`config.mk`:
```
export PLATFORM = sky130hd
export DESIGN_NAME = focsr_top
export DESIGN_NICKNAME = d
export VERILOG_FILES = /design/src/pkg/focsr_pkg.sv /design/src/rtl/focsr_top.sv
export SDC_FILE = /design/constraint.sdc
export NUM_CORES = 1
export LEC_CHECK = 0
export BUFFER_PORTS_ARGS = -buffer_cell sky130_fd_sc_hd__buf_2
export CAP_MARGIN = 20
export CORE_ASPECT_RATIO = 1.75
export CORE_MARGIN = 10
export CORE_UTILIZATION = 47
export DETAILED_ROUTE_END_ITERATION = 6
export GPL_ROUTABILITY_DRIVEN = 0
export GPL_TIMING_DRIVEN = 1
export PLACE_DENSITY_LB_ADDON = 0.3
export SYNTH_ARGS = -nofsm -noshare
export SYNTH_HDL_FRONTEND = slang
export SYNTH_SLANG_ARGS = --single-unit
```
`constraint.sdc`:
```
create_clock -name clk -period 14.42 [get_ports clk]
set_input_delay 0.721 -clock clk [delete_from_list [all_inputs] [get_ports clk]]
set_output_delay 0.721 -clock clk [all_outputs]
set_load 0.01 [all_outputs]
```
`src/pkg/focsr_pkg.sv`:
```
// Package: register indices, codes and reset values of the status readback
`default_nettype none
package focsr_pkg;
  // Printed offsets (indices); byte address is four times the index
  localparam logic [11:0] FOCSR_IDX_FLUX   = 12'h606;
  localparam logic [11:0] FOCSR_IDX_TORQUE = 12'h608;
  localparam logic [11:0] FOCSR_IDX_SDST   = 12'h682;
  localparam logic [11:0] FOCSR_IDX_SDSPD  = 12'h68C;
  localparam logic [11:0] FOCSR_IDX_PDST   = 12'h6C0;
  localparam logic [11:0] FOCSR_IDX_PDANG  = 12'h704;
  // Address width of the register bus (byte address)
  localparam int unsigned FOCSR_AW = 14;
  // Reset values
  localparam logic [31:0] FOCSR_RST_WORD  = 32'h0000_0000;
  localparam logic [15:0] FOCSR_RST_STATE = 16'h0000;
  // AXI response codes
  localparam logic [1:0] FOCSR_RESP_OKAY   = 2'h0;
  localparam logic [1:0] FOCSR_RESP_SLVERR = 2'h2;
  // Speed detection state codes
  localparam logic [15:0] FOCSR_SD_INIT     = 16'h0000;
  localparam logic [15:0] FOCSR_SD_STOPCHK  = 16'h0001;
  localparam logic [15:0] FOCSR_SD_ESTINIT  = 16'h0002;
  localparam logic [15:0] FOCSR_SD_RUNCHK   = 16'h0003;
  localparam logic [15:0] FOCSR_SD_DIRCHK   = 16'h0004;
  localparam logic [15:0] FOCSR_SD_DONE     = 16'h0005;
  localparam logic [15:0] FOCSR_SD_ERROR    = 16'h0006;
  // Position detection state codes (0..A are the sequence steps)
  localparam logic [15:0] FOCSR_PD_INIT     = 16'h0000;
  localparam logic [15:0] FOCSR_PD_ANGCALC  = 16'h000A;
  localparam logic [15:0] FOCSR_PD_DONE     = 16'h000B;
  localparam logic [15:0] FOCSR_PD_ERROR    = 16'h000C;
endpackage : focsr_pkg
`default_nettype wire

```
`src/rtl/focsr_top.sv`:
```
// Status readback register bank of the motor control engine, AXI4-Lite slave
//
// Contract
// - Flux current reference, 32-bit signed, read-only
// - Torque current reference, 32-bit signed, read-only
// - Speed detection state, 16-bit code 0..6
// - Speed detection absolute speed, 32-bit read-only
// - Position detection state, 16-bit code 0..C
// - Position angle read-only at 704h, resets zero
// - Position angle is 32-bit signed degrees
`timescale 1ns/1ps
`default_nettype none
module focsr_top
(
  input  wire logic                  clk,            // System clock
  input  wire logic                  reset,          // Async reset, high
  // Engine side: value and one-cycle update strobe per register
  input  wire logic [31:0]           flux_ref_in,    // Flux reference
  input  wire logic                  flux_ref_we,    // Flux update strobe
  input  wire logic [31:0]           torque_ref_in,  // Torque reference
  input  wire logic                  torque_ref_we,  // Torque update strobe
  input  wire logic [15:0]           sd_state_in,    // Speed detect state
  input  wire logic                  sd_state_we,    // Its strobe
  input  wire logic [31:0]           sd_speed_in,    // Speed detect speed
  input  wire logic                  sd_speed_we,    // Its strobe
  input  wire logic [15:0]           pd_state_in,    // Position detect state
  input  wire logic                  pd_state_we,    // Its strobe
  input  wire logic [31:0]           pd_angle_in,    // Position angle
  input  wire logic                  pd_angle_we,    // Its strobe
  // Status outputs derived from stored codes
  output logic                       speed_detect_done,     // Code 5
  output logic                       speed_detect_error,    // Code 6
  output logic                       position_detect_done,  // Code B
  output logic                       position_detect_error, // Code C
  // AXI4-Lite slave
  input  wire logic [focsr_pkg::FOCSR_AW-1:0] s_axi_awaddr,  // Write addr
  input  wire logic                  s_axi_awvalid,  // Write addr valid
  output logic                       s_axi_awready,  // Write addr ready
  input  wire logic [31:0]           s_axi_wdata,    // Write data
  input  wire logic [3:0]            s_axi_wstrb,    // Byte strobes
  input  wire logic                  s_axi_wvalid,   // Write data valid
  output logic                       s_axi_wready,   // Write data ready
  output logic [1:0]                 s_axi_bresp,    // Write response
  output logic                       s_axi_bvalid,   // Write resp valid
  input  wire logic                  s_axi_bready,   // Write resp ready
  input  wire logic [focsr_pkg::FOCSR_AW-1:0] s_axi_araddr,  // Read addr
  input  wire logic                  s_axi_arvalid,  // Read addr valid
  output logic                       s_axi_arready,  // Read addr ready
  output logic [31:0]                s_axi_rdata,    // Read data
  output logic [1:0]                 s_axi_rresp,    // Read response
  output logic                       s_axi_rvalid,   // Read data valid
  input  wire logic                  s_axi_rready    // Read resp ready
);
  import focsr_pkg::*;

  // ==========================================================
  // Status storage
  // ==========================================================
  logic [31:0] flux_current_reference_reg;    // Signed, 2^27 full scale
  logic [31:0] torque_current_reference_reg;  // Signed, 2^27 full scale
  logic [15:0] speed_detect_state_reg;        // Sequence code
  logic [31:0] speed_detect_speed_reg;        // Absolute speed
  logic [15:0] position_detect_state_reg;     // Sequence code
  logic [31:0] position_detect_angle_reg;     // Signed angle

  // Engine is the only writer; the bus never reaches these flops
  always_ff @(posedge clk or posedge reset)
  begin
    if (reset)
    begin
      flux_current_reference_reg   <= FOCSR_RST_WORD;
      torque_current_reference_reg <= FOCSR_RST_WORD;
      speed_detect_state_reg       <= FOCSR_RST_STATE;
      speed_detect_speed_reg       <= FOCSR_RST_WORD;
      position_detect_state_reg    <= FOCSR_RST_STATE;
      position_detect_angle_reg    <= FOCSR_RST_WORD;
    end
    else
    begin
      if (flux_ref_we)
        flux_current_reference_reg <= flux_ref_in;
      if (torque_ref_we)
        torque_current_reference_reg <= torque_ref_in;
      if (sd_state_we)
        speed_detect_state_reg <= sd_state_in;
      if (sd_speed_we)
        speed_detect_speed_reg <= sd_speed_in;
      if (pd_state_we)
        position_detect_state_reg <= pd_state_in;
      if (pd_angle_we)
        position_detect_angle_reg <= pd_angle_in;
    end
  end

  // Flags are flops loaded with the code, so they move with the stored code
  always_ff @(posedge clk or posedge reset)
  begin
    if (reset)
    begin
      speed_detect_done     <= 1'b0;
      speed_detect_error    <= 1'b0;
      position_detect_done  <= 1'b0;
      position_detect_error <= 1'b0;
    end
    else
    begin
      if (sd_state_we)
      begin
        speed_detect_done  <= (sd_state_in == FOCSR_SD_DONE);
        speed_detect_error <= (sd_state_in == FOCSR_SD_ERROR);
      end
      if (pd_state_we)
      begin
        position_detect_done  <= (pd_state_in == FOCSR_PD_DONE);
        position_detect_error <= (pd_state_in == FOCSR_PD_ERROR);
      end
    end
  end

  // ==========================================================
  // Write channel: accepted and answered, never stored
  // ==========================================================
  logic aw_held_reg;   // Address taken, waiting for data
  logic w_held_reg;    // Data taken, waiting for address

  // Ready while that half not yet taken and no response pending
  assign s_axi_awready = !aw_held_reg && !s_axi_bvalid;
  assign s_axi_wready  = !w_held_reg && !s_axi_bvalid;

  // Collect both halves in either order, then respond
  always_ff @(posedge clk or posedge reset)
  begin
    if (reset)
    begin
      aw_held_reg  <= 1'b0;
      w_held_reg   <= 1'b0;
      s_axi_bvalid <= 1'b0;
      s_axi_bresp  <= FOCSR_RESP_OKAY;
    end
    else if (s_axi_bvalid)
    begin
      if (s_axi_bready)
        s_axi_bvalid <= 1'b0;
    end
    else
    begin
      if ((aw_held_reg || s_axi_awvalid) && (w_held_reg || s_axi_wvalid))
      begin
        // Read-only bank: a write reports an error and changes nothing
        aw_held_reg  <= 1'b0;
        w_held_reg   <= 1'b0;
        s_axi_bvalid <= 1'b1;
        s_axi_bresp  <= FOCSR_RESP_SLVERR;
      end
      else
      begin
        if (s_axi_awvalid)
          aw_held_reg <= 1'b1;
        if (s_axi_wvalid)
          w_held_reg <= 1'b1;
      end
    end
  end

  // ==========================================================
  // Read channel: decode byte address, index times four
  // ==========================================================
  logic [31:0] rd_word;   // Selected word
  logic        rd_hit;    // Address maps to a register

  // Address decoding; 16-bit codes sit in the low half
  always_comb
  begin
    rd_word = 32'h0000_0000;
    rd_hit  = 1'b1;
    if (s_axi_araddr == {FOCSR_IDX_FLUX, 2'h0})
      rd_word = flux_current_reference_reg;
    else if (s_axi_araddr == {FOCSR_IDX_TORQUE, 2'h0})
      rd_word = torque_current_reference_reg;
    else if (s_axi_araddr == {FOCSR_IDX_SDST, 2'h0})
      rd_word = {16'h0000, speed_detect_state_reg};
    else if (s_axi_araddr == {FOCSR_IDX_SDSPD, 2'h0})
      rd_word = speed_detect_speed_reg;
    else if (s_axi_araddr == {FOCSR_IDX_PDST, 2'h0})
      rd_word = {16'h0000, position_detect_state_reg};
    else if (s_axi_araddr == {FOCSR_IDX_PDANG, 2'h0})
      rd_word = position_detect_angle_reg;
    else
      rd_hit = 1'b0;
  end

  assign s_axi_arready = !s_axi_rvalid;

  // Capture the current value when the address is taken
  always_ff @(posedge clk or posedge reset)
  begin
    if (reset)
    begin
      s_axi_rvalid <= 1'b0;
      s_axi_rdata  <= FOCSR_RST_WORD;
      s_axi_rresp  <= FOCSR_RESP_OKAY;
    end
    else if (s_axi_rvalid)
    begin
      if (s_axi_rready)
        s_axi_rvalid <= 1'b0;
    end
    else if (s_axi_arvalid)
    begin
      s_axi_rvalid <= 1'b1;
      s_axi_rdata  <= rd_word;
      s_axi_rresp  <= rd_hit ? FOCSR_RESP_OKAY : FOCSR_RESP_SLVERR;
    end
  end

  // ==========================================================
  // Assertions
  // ==========================================================
  property p_flux_load;
    @(posedge clk) disable iff (reset)
    flux_ref_we |=> flux_current_reference_reg == $past(flux_ref_in);
  endproperty
  a_flux_load: assert property (p_flux_load)
    else $error("flux reference not loaded");

  property p_torque_hold;
    @(posedge clk) disable iff (reset)
    !torque_ref_we |=> $stable(torque_current_reference_reg);
  endproperty
  a_torque_hold: assert property (p_torque_hold)
    else $error("torque reference changed without strobe");

  property p_sd_done;
    @(posedge clk) disable iff (reset)
    sd_state_we && sd_state_in == FOCSR_SD_DONE |=> speed_detect_done;
  endproperty
  a_sd_done: assert property (p_sd_done)
    else $error("speed detect done flag missing");

  property p_sd_speed;
    @(posedge clk) disable iff (reset)
    sd_speed_we |=> speed_detect_speed_reg == $past(sd_speed_in);
  endproperty
  a_sd_speed: assert property (p_sd_speed)
    else $error("speed detect speed not loaded");

  property p_pd_error;
    @(posedge clk) disable iff (reset)
    pd_state_we && pd_state_in == FOCSR_PD_ERROR
      |=> position_detect_error && !position_detect_done;
  endproperty
  a_pd_error: assert property (p_pd_error)
    else $error("position detect error flag wrong");

  property p_angle_read;
    @(posedge clk) disable iff (reset)
    s_axi_arvalid && s_axi_arready
      && s_axi_araddr == {FOCSR_IDX_PDANG, 2'h0}
      |=> s_axi_rvalid && s_axi_rdata == $past(position_detect_angle_reg);
  endproperty
  a_angle_read: assert property (p_angle_read)
    else $error("angle read returned wrong word");

  property p_angle_hold;
    @(posedge clk) disable iff (reset)
    !pd_angle_we |=> $stable(position_detect_angle_reg);
  endproperty
  a_angle_hold: assert property (p_angle_hold)
    else $error("angle changed without strobe");

  property p_write_ignored;
    @(posedge clk) disable iff (reset)
    s_axi_bvalid && !$past(s_axi_bvalid) && !$past(flux_ref_we)
      |-> $stable(flux_current_reference_reg)
        && s_axi_bresp == FOCSR_RESP_SLVERR;
  endproperty
  a_write_ignored: assert property (p_write_ignored)
    else $error("host write affected status");

  property p_rd_resp;
    @(posedge clk) disable iff (reset)
    s_axi_rvalid && !s_axi_rready |=> s_axi_rvalid && $stable(s_axi_rdata);
  endproperty
  a_rd_resp: assert property (p_rd_resp)
    else $error("read data dropped before ready");

  c_read: cover property (@(posedge clk) s_axi_rvalid && s_axi_rready);
  c_write: cover property (@(posedge clk) s_axi_bvalid && s_axi_bready);
  c_pd_done: cover property (@(posedge clk) position_detect_done);
endmodule // focsr_top
`default_nettype wire

```
# After elaboration in Yosys (flattened, before gate mapping)
# Index checks and enable logic that the tools add are counted.
dict set report classes {
  n_lt_le_gt_ge 0
  n_bitwise 2
  shift 0
  n_eq_ne 10
  muxes 23
  mul 0
  reduce_logical 15
  addsub 0
  n_div 0
}
# cell n
set ops {}
lappend ops {{32-bit two-way mux} 6}
lappend ops {{14-bit by 13-bit == test with 1-bit output (second input constant)} 6}
lappend ops {{16-bit by 3-bit == test with 1-bit output (second input constant)} 2}
lappend ops {{16-bit by 4-bit == test with 1-bit output (second input constant)} 2}
lappend ops {{1-bit two-way mux} 16}
lappend ops {{2-bit AND reduction} 4}
lappend ops {{1-bit zero test} 4}
lappend ops {{2-bit nonzero test} 2}
lappend ops {{1-bit logical AND} 3}
lappend ops {{1-bit logical OR} 2}
lappend ops {{2-bit two-way mux} 1}
lappend ops {{1-bit inverter} 2}
dict set report word_totals {
  mem_count 0
  reg_bits 203
  latch_bits 0
  inputBits 237
  out_inout_bits 45
  rom_bits 0
  word_cells 67
  ramBits 0
}

# Depth between registers and ports, before layout
# Gate-level depths: netlist of the first run.
dict set report logic_depth {
  depth_word 8
  mapped_depth 8
  depth_no_buf 5
}

# Worst setup path before layout of the first run
# No wires, ideal clock.
dict set report synth_path {
  path_type {input port to flip-flop}
  from {input s_axi_araddr[10] in the netlist's numbering}
  to {register s_axi_rdata[0]}
  path_slack_ns 11.809
  required_time_ns 14.302
  cell_stages 8
  n_path_buf 3
  arrival_time_ns 2.493
  setup_ns 0.118
  cell_sequence {or4b_1 > buf_6 > or4_4 > buf_6 > buf_12 > o22ai_2 > o21a_1 > a21oi_2}
}
dict set report synth_via {
  elab_chain_len 7
  word_cells_on_any_way 12
  cone_classes {6 x eq/ne; 6 x mux}
}
# item line_no
set synth_lines {}
lappend synth_lines {{from (decl)} focsr_top.sv:46} ;# input wire logic [focsr_pkg::FOCSR_AW-1:0] s_axi_araddr,
lappend synth_lines {{14-bit by 13-bit == test with 1-bit output} focsr_top.sv:186} ;# else if (s_axi_araddr == {FOCSR_IDX_PDANG, 2'h0})
lappend synth_lines {{32-bit two-way mux} focsr_top.sv:186}
lappend synth_lines {{32-bit two-way mux} focsr_top.sv:184} ;# else if (s_axi_araddr == {FOCSR_IDX_PDST, 2'h0})
lappend synth_lines {{32-bit two-way mux} focsr_top.sv:182} ;# else if (s_axi_araddr == {FOCSR_IDX_SDSPD, 2'h0})
lappend synth_lines {{32-bit two-way mux} focsr_top.sv:180} ;# else if (s_axi_araddr == {FOCSR_IDX_SDST, 2'h0})
lappend synth_lines {{32-bit two-way mux} focsr_top.sv:178} ;# else if (s_axi_araddr == {FOCSR_IDX_TORQUE, 2'h0})
lappend synth_lines {{32-bit two-way mux (*)} focsr_top.sv:176} ;# if (s_axi_araddr == {FOCSR_IDX_FLUX, 2'h0})
lappend synth_lines {{to (signal assigned)} focsr_top.sv:211} ;# s_axi_rdata <= rd_word;
lappend synth_lines {{to (decl)} focsr_top.sv:49} ;# output logic [31:0] s_axi_rdata,
# Mark *: on every way between the ends. The rest lies on a longest branch, timed or not.
# A chain may end at the register's enable or synchronous reset.

# Worst setup path in the final report of the first run
dict set report layout_path {
  from {input s_axi_araddr[10] in the netlist's numbering}
  to {register s_axi_rdata[18]}
}
# The elaborated chain is that of the path after synthesis.

==> flow_metrics.py, run 1 <==
metrics = {
    "sta": {
        "max_freq_mhz": 351,
        "hold_violations": 0,
        "post-route-min-period_ns": 2.85,
        "number_of_max_slew_violations_in_the_final_report": 0,
        "finalWorstSetupSlack_ns": 11.57,
        "finalSetupViolCount": 0,
        "clock-skew-final_ns": 0.00770,
        "maxSlewHeadroom_pct": 31.2,
        "timing.setup.tns_ns": 0,
        "unrepaired_setup_endpoints_after_global_routing": "no",
        "final_min_period_over_clock_period_pct": 19.8,
        "worst_pin_slew_ns": 1.02,
    },
    "synth": {
        "mappedNetlistArea_um2": 9240,
        "synth_edf_count": 0,
        "number_of_synthesized_register_bits": 202,
        "synthesis.instances": 744,
        "ys_warn_count": 0,
        "ys_async_sr_fraction_pct": 100,
        "synth_area_leaders": "sky130_fd_sc_hd__dfrtp_1 (55%), sky130_fd_sc_hd__mux2_2 (19%), sky130_fd_sc_hd__nand2_1 (2.8%), sky130_fd_sc_hd__o21ai_0 (1.6%), sky130_fd_sc_hd__o2bb2ai_1 (1.5%)",
        "synth_largest_type_area_fraction_pct": 54.7,
        "yosysSeqAreaShare_pct": 54.7,
        "ys_dominant_reg_cell": "sky130_fd_sc_hd__dfrtp_1",
        "synth_largest_area_cell": "sky130_fd_sc_hd__dfrtp_1",
        "yosysUniqueCellTypes": 53,
        "syn_avg_cell_area_um2": 12.4,
    },
    "worst_hold_path": {
        "min_path_type": "in -> reg",
    },
    "finish": {
        "final_cells": 1204,
        "nFillCells": 1693,
        "finalCoreUtilization_pct": 57.4,
        "synth_to_final_area_change_pct": 19.7,
        "finalNetCount": 1183,
        "drive_gt1_share_pct": 48.1,
    },
    "critical_path": {
        "cp_slowest_cell": "sky130_fd_sc_hd__nor4_4",
        "crit_start_category": "input pin",
        "arrival_ns": 3.28,
        "crit_chain": "buf_2 -> or4b_1 -> nor4_4 -> a22oi_1 -> a211oi_1 -> a21o_1",
        "crit_path_end_kind": "register",
        "timing.critical_path.required_ns": 14.86,
        "worstSetupPathType": "in -> reg",
        "cp_max_fo": 17,
        "max_stage_delay_ns": 0.92,
    },
    "drt": {
        "route.detailed.drc": 0,
        "drt_first_pass_iters": 4,
        "ant_nets": 0,
        "route.detailed.vias_per_inst": 5.56,
        "drt_first_iter_violations": 338,
        "average_routed_wire_per_standard_cell_um": 21.9,
        "routed-via-count": 6691,
        "routed_wirelength_mm": 26.4,
    },
    "clock_tree": {
        "clock-root-buffer": "sky130_fd_sc_hd__clkbuf_16",
        "cts_inserted_buffers": 20,
        "cts_tree": "yes",
        "ctsResizeCount": 0,
        "clock_tree.buffer_depth": 3,
        "cts_post_setup_buffers_inserted": 0,
        "htree_levels": 1,
        "cts.sinks": 202,
        "holdBufCountCts": 0,
        "path_clk_slew_ns": 0.06,
        "worstSkewPairLatency_ns": 0.49,
    },
    "placed_design": {
        "placedCellCount": 1164,
        "hpwlAfterDp_mm": 19.4,
        "port_buffers": 229,
        "pre_cts_ws_ns": 10.95,
    },
    "global_routing": {
        "largest_net_degree_at_the_start_of_global_routing": 131,
        "grt_first_pass_wirelength_mm": 40.7,
        "grt_antenna_before_repair": 4,
        "grt_pass1_vias": 7327,
        "grt_util_all_layers_pct": 19.7,
        "overflow": 0,
    },
    "status": {
        "run_status": "finished clean",
    },
    "power": {
        "total_power_mw": 1.28,
        "static_power_due_to_leakage_nw": 4.87,
        "power_per_cell_area_nw_per_um2": 116,
        "worst_ir_drop_vdd_v": 0.0000876,
    },
    "floorplan": {
        "initial_core_util_pct": 47.9,
        "i_o_pin_cnt": 282,
        "core_area_um2": 19300,
        "die_h_um": 205,
        "die_w_um": 126,
        "rows": 67,
        "fp.dieArea_um2": 25900,
    },
    "flow_run": {
        "max_cap_viols": 0,
    },
}
[cell usage after synthesis (2+ instances only)]
| library cell | count |
|---|---|
| sky130_fd_sc_hd__o21ai_0 | 30 |
| sky130_fd_sc_hd__nor2b_1 | 2 |
| sky130_fd_sc_hd__clkbuf_1 | 25 |
| sky130_fd_sc_hd__a211oi_1 | 2 |
| sky130_fd_sc_hd__buf_6 | 7 |
| sky130_fd_sc_hd__nor4_4 | 4 |
| sky130_fd_sc_hd__nor4_1 | 4 |
| sky130_fd_sc_hd__a21o_1 | 2 |
| sky130_fd_sc_hd__o22ai_1 | 10 |
| sky130_fd_sc_hd__a21oi_1 | 27 |
| sky130_fd_sc_hd__mux2_2 | 158 |
| sky130_fd_sc_hd__and3_1 | 16 |
| sky130_fd_sc_hd__nand4_1 | 2 |
| sky130_fd_sc_hd__or4b_1 | 3 |
| sky130_fd_sc_hd__o32ai_1 | 2 |
| sky130_fd_sc_hd__nand3b_1 | 3 |
| sky130_fd_sc_hd__buf_2 | 4 |
| sky130_fd_sc_hd__o22ai_2 | 8 |
| sky130_fd_sc_hd__o21a_2 | 5 |
| sky130_fd_sc_hd__a22oi_1 | 2 |
| sky130_fd_sc_hd__inv_1 | 11 |
| sky130_fd_sc_hd__o31ai_1 | 2 |
| sky130_fd_sc_hd__o22a_1 | 2 |
| sky130_fd_sc_hd__nand2b_1 | 2 |
| sky130_fd_sc_hd__buf_1 | 13 |
| sky130_fd_sc_hd__or3b_2 | 2 |
| sky130_fd_sc_hd__or4b_2 | 2 |
| sky130_fd_sc_hd__nor3_1 | 21 |
| sky130_fd_sc_hd__nor2_2 | 2 |
| sky130_fd_sc_hd__o21a_1 | 11 |
| sky130_fd_sc_hd__nand2_1 | 69 |
| sky130_fd_sc_hd__a22o_1 | 14 |
| sky130_fd_sc_hd__a21oi_2 | 8 |
| sky130_fd_sc_hd__o2bb2ai_1 | 16 |
| sky130_fd_sc_hd__buf_4 | 4 |
| sky130_fd_sc_hd__dfrtp_1 | 202 |
| sky130_fd_sc_hd__nor2_1 | 11 |
| sky130_fd_sc_hd__o21ai_1 | 4 |
| sky130_fd_sc_hd__or4_4 | 4 |
| sky130_fd_sc_hd__a221oi_1 | 14 |
| sky130_fd_sc_hd__nor3b_1 | 2 |
[per-layer routing]
| metal | share of wire, % | GRT usage, % |
|---|---|---|
| met5 | 0 | 0 |
| met4 | 3.6 | 7.80 |
| met3 | 7.0 | 5.56 |
| met2 | 53 | 36.1 |
| met1 | 36 | 20.6 |
[placed cells by master (no fill, tap or decap), types with 16 or more instances in the layout]
master / netlist / final
sky130_fd_sc_hd__nor3_1: 21 / 21
sky130_fd_sc_hd__o21ai_0: 30 / 30
sky130_fd_sc_hd__a21oi_1: 27 / 27
sky130_fd_sc_hd__and3_1: 16 / 16
sky130_fd_sc_hd__o2bb2ai_1: 16 / 16
sky130_fd_sc_hd__nand2_1: 69 / 68
sky130_fd_sc_hd__dfrtp_1: 202 / 202
sky130_fd_sc_hd__buf_2: 4 / 229
sky130_fd_sc_hd__clkbuf_16: 0 / 21
sky130_fd_sc_hd__mux2_2: 158 / 158
[where the power goes]
group / total, mW / internal [mW] / switching, mW / leakage, nW
sequential: 0.648 / 0.617 / 0.0307 / 2.44
combinational: 0.141 / 0.0745 / 0.0661 / 2.13
clock: 0.496 / 0.278 / 0.218 / 0.297
total: 1.28 / 0.969 / 0.314 / 4.87
[final timing paths]
path | to | slack (ns) | cells after the start | start
min reg2reg | s_axi_rdata[18] | 0.48 | 1 | s_axi_rdata[18]
max in group asynchronous | speed_detect_speed_reg[14] | 12.48 | 3 | reset
max reg2reg | s_axi_rdata[1] | 12.84 | 6 | s_axi_rvalid
max | s_axi_rdata[18] | 11.57 | 6 | s_axi_araddr[10]
min | s_axi_rvalid | 0.40 | 2 | s_axi_rready
min in group asynchronous | s_axi_rdata[16] | 0.42 | 2 | reset
[worst max-delay path, delay by kind of cell]
family	cells	cell delay (ns)
buf+inv	1	0.12
simple gates	2	1.67
compound gates	3	0.76
[stage by stage]
stage,hold WS (ns),cell area [um2]
after detailed placement,0.460,10400
after CTS,0.395,11000
final,0.402,11100
after global routing,0.415,11100
after global placement,0.447,10400
after floorplan,0.481,9250
[kinds of logic after synthesis]
logic type / synth area share (%)
flops: 54.7
compound gates: 12.5
mux: 19.4
simple gates: 9.65
buf+inv: 3.76
other cells: 0.0406
[area by class of cell]
class / instances / area [um2] / share of cell area (%)
clock buffers: 30 / 579 / 5.24
diodes: 4 / 10.0 / 0.0905
inverters: 11 / 48.8 / 0.441
clock inverters: 5 / 27.5 / 0.249
repair buffers: 234 / 1190 / 10.7
flip-flops and latches: 202 / 5050 / 45.7
well taps: 241 / 302 / 2.73
multi-input cells: 477 / 3850 / 34.8
No activity file was read; power rests on OpenSTA's default activity.
==> run 2: changes to the inputs <==
==> constraint.sdc (replaced) <==
create_clock -name clk -period 2.7 [get_ports clk]
set_input_delay 0.135 -clock clk [delete_from_list [all_inputs] [get_ports clk]]
set_output_delay 0.135 -clock clk [all_outputs]
set_load 0.01 [all_outputs]
==> flow_metrics.py, run 2 (same netlist as run 1, synthesis figures left out) <==
metrics = {
    "sta": {
        "maxSlewHeadroom_pct": 43.0,
        "post_route_worst_hold_slack_ns": 0.0225,
        "timing.setup.tns_ns": 0,
        "number_of_max_slew_violations_in_the_final_report": 0,
        "clock-skew-final_ns": 0.0107,
        "max_freq_mhz": 560,
        "finalSetupViolCount": 0,
        "finalWorstSetupSlack_ns": 0.913,
        "unrepaired_setup_endpoints_after_global_routing": "no",
        "post-route-min-period_ns": 1.79,
        "final_min_period_over_clock_period_pct": 66.2,
        "worst_pin_slew_ns": 0.854,
        "hold_violations": 0,
    },
    "power": {
        "static_power_due_to_leakage_nw": 5.66,
        "fraction_of_power_consumed_by_the_clock_network_pct": 38.1,
        "switching_share_pct": 24.0,
        "worst_ir_drop_vdd_v": 0.000625,
        "total_switching_power_mw": 1.72,
        "power.internal_mw": 5.46,
        "power_per_cell_area_nw_per_um2": 557,
        "combPwrFrac_pct": 13.6,
        "power.share.sequential_pct": 48.3,
    },
    "floorplan": {
        "i_o_pin_cnt": 282,
        "fp.dieArea_um2": 25900,
        "die_w_um": 126,
        "initial_core_util_pct": 47.9,
        "core_area_um2": 19300,
        "die_h_um": 205,
        "rows": 67,
    },
    "finish": {
        "synth_to_final_area_change_pct": 39.5,
        "seqCellArea_um2": 5050,
        "drive_gt1_share_pct": 41.5,
        "final_cells": 1388,
        "finalNetCount": 1363,
        "mostFrequentLayoutCells": "sky130_fd_sc_hd__buf_2 (229), sky130_fd_sc_hd__dfrtp_1 (202), sky130_fd_sc_hd__dlygate4sd3_1 (167)",
        "finalCoreUtilization_pct": 66.9,
        "layout.cells.most_common": "sky130_fd_sc_hd__buf_2",
        "multi_input_comb_area_um2": 3850,
        "nFillCells": 1435,
    },
    "drt": {
        "wl_met3_mm": 1.95,
        "drt_first_iter_violations": 495,
        "routed-via-count": 7692,
        "ant_nets": 0,
        "average_routed_wire_per_standard_cell_um": 21.9,
        "route.layer.met1.wl_mm": 10.5,
        "route.detailed.drc": 0,
        "drt_first_pass_iters": 5,
        "routed_wirelength_mm": 30.3,
        "highest-signal-layer": "met4",
        "route.detailed.vias_per_inst": 5.54,
        "met2_wirelength_mm": 16.2,
    },
    "clock_tree": {
        "worstSkewPairLatency_ns": 0.49,
        "path_clk_slew_ns": 0.06,
        "clock_tree.buffer_depth": 3,
        "cts_tree": "yes",
        "cts.sinks": 202,
        "htree_levels": 1,
        "cts_inserted_buffers": 20,
        "cts_post_setup_buffers_inserted": 0,
        "clock-root-buffer": "sky130_fd_sc_hd__clkbuf_16",
    },
    "global_routing": {
        "overflow": 0,
        "largest_net_degree_at_the_start_of_global_routing": 71,
        "grt_antenna_before_repair": 9,
        "grt_pass1_vias": 8530,
        "grt_util_all_layers_pct": 22.8,
        "grt_first_pass_wirelength_mm": 47.1,
    },
    "critical_path": {
        "max_stage_delay_ns": 0.57,
        "crit_start_category": "input pin",
        "worstSetupPathType": "in -> reg",
        "setup.worst_path.start": "pd_state_in[12]",
        "timing.critical_path.buf_inv": 3,
        "cp_max_fo": 2,
        "timing.critical_path.required_ns": 3.13,
        "crit_chain": "dlygate4sd3_1 -> buf_2 -> nor4_1 -> nand4_1 -> o32ai_1 -> dlygate4sd3_1",
        "reg2reg_slack_ns": 1.00,
        "worstRegToRegCells": 4,
        "r2r-end": "s_axi_rdata[24]",
        "cp_slowest_cell": "sky130_fd_sc_hd__dlygate4sd3_1",
        "cp-endpoint": "position_detect_done",
        "critical_path.reg2reg.startpoint": "s_axi_rvalid",
        "worst_path_dominant_cell_family": "buffers and inverters",
        "arrival_ns": 2.21,
        "critical_path.most_common_cell": "sky130_fd_sc_hd__dlygate4sd3_1",
        "crit_path_end_kind": "register",
        "path_depth": 6,
    },
    "placed_design": {
        "placedCellCount": 1178,
        "port_buffers": 229,
        "pre_cts_ws_ns": 0.430,
        "hpwlAfterDp_mm": 20.0,
    },
    "status": {
        "run_status": "finished clean",
    },
    "flow_run": {
        "max_cap_viols": 0,
    },
    "worst_hold_path": {
        "timing.hold.worst.start": "s_axi_wvalid",
        "min_path_type": "in -> reg",
    },
}
run 2: cell types whose count changed in the layout (fill, tap and decap cells not counted):
cell and delta:
sky130_fd_sc_hd__buf_12 +3, sky130_fd_sc_hd__buf_4 +11, sky130_fd_sc_hd__buf_6 -1, sky130_fd_sc_hd__bufinv_16 +1, sky130_fd_sc_hd__clkbuf_8 +1, sky130_fd_sc_hd__clkinv_2 -3
sky130_fd_sc_hd__diode_2 +6, sky130_fd_sc_hd__dlygate4sd3_1 +167, sky130_fd_sc_hd__inv_8 -1
run 2: worst min-delay path by stage:
stage | to | slack, ns | depth (start not counted)
final | w_held_reg | 0.02 | 3
after floorplan | s_axi_bvalid | 0.22 | 1
after detailed placement | flux_current_reference_reg[21] | 0.27 | 2
after CTS | aw_held_reg | 0.02 | 3
after global placement | torque_current_reference_reg[21] | 0.27 | 2
after global routing | aw_held_reg | 0.04 | 3
run 2: cell type report:
cell class                 count  area share, %
sequential                   202           39.2
clock buffer                  31           4.60
timing repair buffer         414           23.2
antenna                       10          0.194
inverter                      11          0.349
clock inverter                 2          0.272
tap                          241           2.34
multi-input combinational    477           29.9
run 2: power groups by stage:
stage / Sequential, mW / Combinational (mW) / Clock [mW]
final: 3.47 / 0.977 / 2.74
after global routing: 3.50 / 1.06 / 2.91
after CTS: 3.46 / 0.970 / 2.80
after detailed placement: 3.51 / 0.780 / 0
after global placement: 3.50 / 0.760 / 0
after floorplan: 3.46 / 0.511 / 0
run 2: metrics by stage:
stage                     power, mW  area [um2]
after global routing           7.47       12900
after floorplan                3.97        9250
final                          7.18       12900
after global placement         4.26       10600
after detailed placement       4.29       10600
after CTS                      7.23       12900
run 2: timing repair:
item / 4_1_cts / 5_1_grt
gates resized for setup: 0 / 0
hold buffers: 167 / 0
hold endpoints to repair: 191 / 0
run 2: tightest hold or removal path: cells and delay by family:
family	cells	cell delay [ns]
compound gates	1	0.14
simple gates	1	0.12
buf+inv	1	0.08
run 2: per-layer routing:
metal	track usage [%]	up-vias
met2	40.7	272
met4	13.2	0
li1	-	3493
met1	23.8	3855
met5	0	-
met3	5.69	72
==> run 3: changes to the inputs <==
==> constraint.sdc (replaced) <==
create_clock -name clk -period 1.5 [get_ports clk]
set_input_delay 0.075 -clock clk [delete_from_list [all_inputs] [get_ports clk]]
set_output_delay 0.075 -clock clk [all_outputs]
set_load 0.01 [all_outputs]
==> flow_metrics.py, run 3 (same netlist as run 1, synthesis figures left out) <==
metrics = {
    "flow_run": {
        "max_cap_viols": 0,
    },
    "drt": {
        "route.detailed.vias_per_inst": 5.56,
        "average_routed_wire_per_standard_cell_um": 22.4,
        "routed-via-count": 7981,
        "drt_first_iter_violations": 347,
        "routed_wirelength_mm": 32.2,
        "route.detailed.drc": 0,
        "ant_nets": 0,
        "drt_first_pass_iters": 4,
    },
    "power": {
        "power.share.sequential_pct": 47.4,
        "power_per_cell_area_nw_per_um2": 960,
        "static_power_due_to_leakage_nw": 6.12,
        "worst_ir_drop_vdd_v": 0.000855,
        "combPwrFrac_pct": 14.5,
        "power.internal_mw": 10.0,
        "switching_share_pct": 24.9,
        "fraction_of_power_consumed_by_the_clock_network_pct": 38.0,
        "total_switching_power_mw": 3.32,
    },
    "critical_path": {
        "worstSetupPathType": "in -> reg",
        "max_stage_delay_ns": 0.62,
        "crit_start_category": "input pin",
        "cp_max_fo": 8,
        "timing.critical_path.buf_inv": 2,
        "cp_slowest_cell": "sky130_fd_sc_hd__or4_4",
        "critical_path.most_common_cell": "sky130_fd_sc_hd__or4_4",
        "timing.critical_path.required_ns": 1.92,
        "worst_path_dominant_cell_family": "simple AND/OR/NAND/NOR gates",
        "arrival_ns": 1.97,
        "crit_path_end_kind": "register",
        "crit_chain": "buf_8 -> or4_4 -> buf_6 -> or4_4 -> o2bb2ai_2 -> nand2_1 -> a21oi_2",
    },
    "worst_hold_path": {
        "min_path_type": "in -> reg",
    },
    "status": {
        "violations_in_the_final_reports": "hold timing, setup timing",
        "run_status": "finished, violations left",
    },
    "floorplan": {
        "fp.dieArea_um2": 25900,
        "die_w_um": 126,
        "initial_core_util_pct": 47.9,
        "die_h_um": 205,
        "i_o_pin_cnt": 282,
        "core_area_um2": 19300,
        "rows": 67,
    },
    "finish": {
        "finalCoreUtilization_pct": 72.1,
        "synth_to_final_area_change_pct": 50.4,
        "final_cells": 1436,
        "mostFrequentLayoutCells": "sky130_fd_sc_hd__buf_2 (224), sky130_fd_sc_hd__dfrtp_1 (202), sky130_fd_sc_hd__dlygate4sd3_1 (170)",
        "layout.cells.most_common": "sky130_fd_sc_hd__buf_2",
        "drive_gt1_share_pct": 48.2,
        "finalNetCount": 1418,
        "design_area_um2": 13900,
    },
    "sta": {
        "post_route_worst_hold_slack_ns": -0.0577,
        "max_freq_mhz": 647,
        "clock-skew-final_ns": 0.0161,
        "final_min_period_over_clock_period_pct": 103,
        "finalWorstSetupSlack_ns": -0.0463,
        "number_of_max_slew_violations_in_the_final_report": 0,
        "post-route-min-period_ns": 1.55,
        "hold_violations": 1,
        "finalSetupViolCount": 6,
        "unrepaired_setup_endpoints_after_global_routing": "yes",
    },
    "global_routing": {
        "grt_antenna_before_repair": 2,
        "overflow": 0,
        "largest_net_degree_at_the_start_of_global_routing": 77,
        "grt_first_pass_wirelength_mm": 48.6,
        "grt_util_all_layers_pct": 23.4,
        "grt_pass1_vias": 8879,
    },
    "placed_design": {
        "placedCellCount": 1212,
        "port_buffers": 229,
        "postPlaceCellArea_um2": 11100,
        "hpwlAfterDp_mm": 21.4,
    },
    "clock_tree": {
        "clock-root-buffer": "sky130_fd_sc_hd__clkbuf_16",
        "worstSkewPairLatency_ns": 0.50,
        "cts.sinks": 202,
        "cts_inserted_buffers": 20,
        "holdBufCountCts": 172,
        "clock_tree.buffer_depth": 3,
        "cts_tree": "yes",
        "path_clk_slew_ns": 0.06,
        "htree_levels": 1,
    },
}
==> run 3: cell count changes in the layout (fill, tap and decap cells not counted), moves of 5 or more <==
cell,before,now
sky130_fd_sc_hd__buf_4,15,44
sky130_fd_sc_hd__buf_12,3,15
sky130_fd_sc_hd__o2bb2ai_1,16,4
sky130_fd_sc_hd__o2bb2ai_2,0,11
sky130_fd_sc_hd__o21ai_0,30,20
sky130_fd_sc_hd__diode_2,10,1
sky130_fd_sc_hd__o21ai_1,4,13
sky130_fd_sc_hd__buf_6,0,8
sky130_fd_sc_hd__o22ai_1,10,2
sky130_fd_sc_hd__a22o_1,14,8
sky130_fd_sc_hd__buf_2,229,224
sky130_fd_sc_hd__o22ai_2,8,13
==> run 3: layout make-up <==
cell class,count,area (um2)
diodes,1,2.50
clock buffers,29,596
clock inverters,6,58.8
fillers,1313,5380
inverters,11,45.0
multi-input cells,480,4200
flip-flops and latches,202,5050
well taps,241,302
repair buffers,466,3650
==> run 3: stage by stage <==
stage	TNS (ns)	hold WS (ns)	power, mW	setup WS, ns
2_1_floorplan	-250.12	0.164	7.17	-1.19
3_5_place_dp	-16.36	-0.0132	7.86	-0.598
5_1_grt	-0.580	-0.0434	13.8	-0.0690
4_1_cts	0	0.00656	13.3	0.00303
6_report	-0.139	-0.0577	13.3	-0.0463
3_3_place_gp	-15.78	-0.0120	7.82	-0.564
==> run 3: worst register-to-register path, cell delays in order (launching register included) <==
cell	delay [ns]
sky130_fd_sc_hd__dfrtp_1	0.50
sky130_fd_sc_hd__nor2b_1	0.09
sky130_fd_sc_hd__o22a_1	0.17
sky130_fd_sc_hd__dlygate4sd3_1	0.55
==> run 3: final timing paths <==
kind                       slack [ns]                            end             from  depth (start not counted)
setup reg to reg                 0.08                    aw_held_reg     s_axi_bvalid                          3
min in group asynchronous        0.01  flux_current_reference_reg[3]            reset                          3
hold reg to reg                  0.47                s_axi_rdata[27]  s_axi_rdata[27]                          1
hold / removal                  -0.06              speed_detect_done   sd_state_in[7]                          4
max in group asynchronous        0.74                    aw_held_reg            reset                          5
setup / recovery                -0.05                 s_axi_rdata[3]  s_axi_araddr[3]                          7
==> run 3: power groups by stage <==
stage          clock network [mW]  logic [mW]  registers (mW)
4_1_cts                      5.15        1.88            6.30
3_3_place_gp                    0        1.44            6.38
6_report                     5.07        1.94            6.33
2_1_floorplan                   0       0.928            6.24
5_1_grt                      5.35        2.10            6.37
3_5_place_dp                    0        1.47            6.39
==> run 3: layer usage <==
metal  vias to the layer above  wire length [um]  track usage [%]
li1                       3596                 -                -
met1                      3987             10900             23.1
met2                       303             17400             43.4
met3                        93              1930             5.44
met4                         2              2020             13.9
met5                         -                13                0
==> run 3: what timing repair did <==
item	4_1_cts	5_1_grt
setup buffers	2	9
gates resized for setup	7	47
endpoints found under the setup margin	14	32
gates cloned	1	5
pin swaps	4	31
hold endpoints to repair	371	1
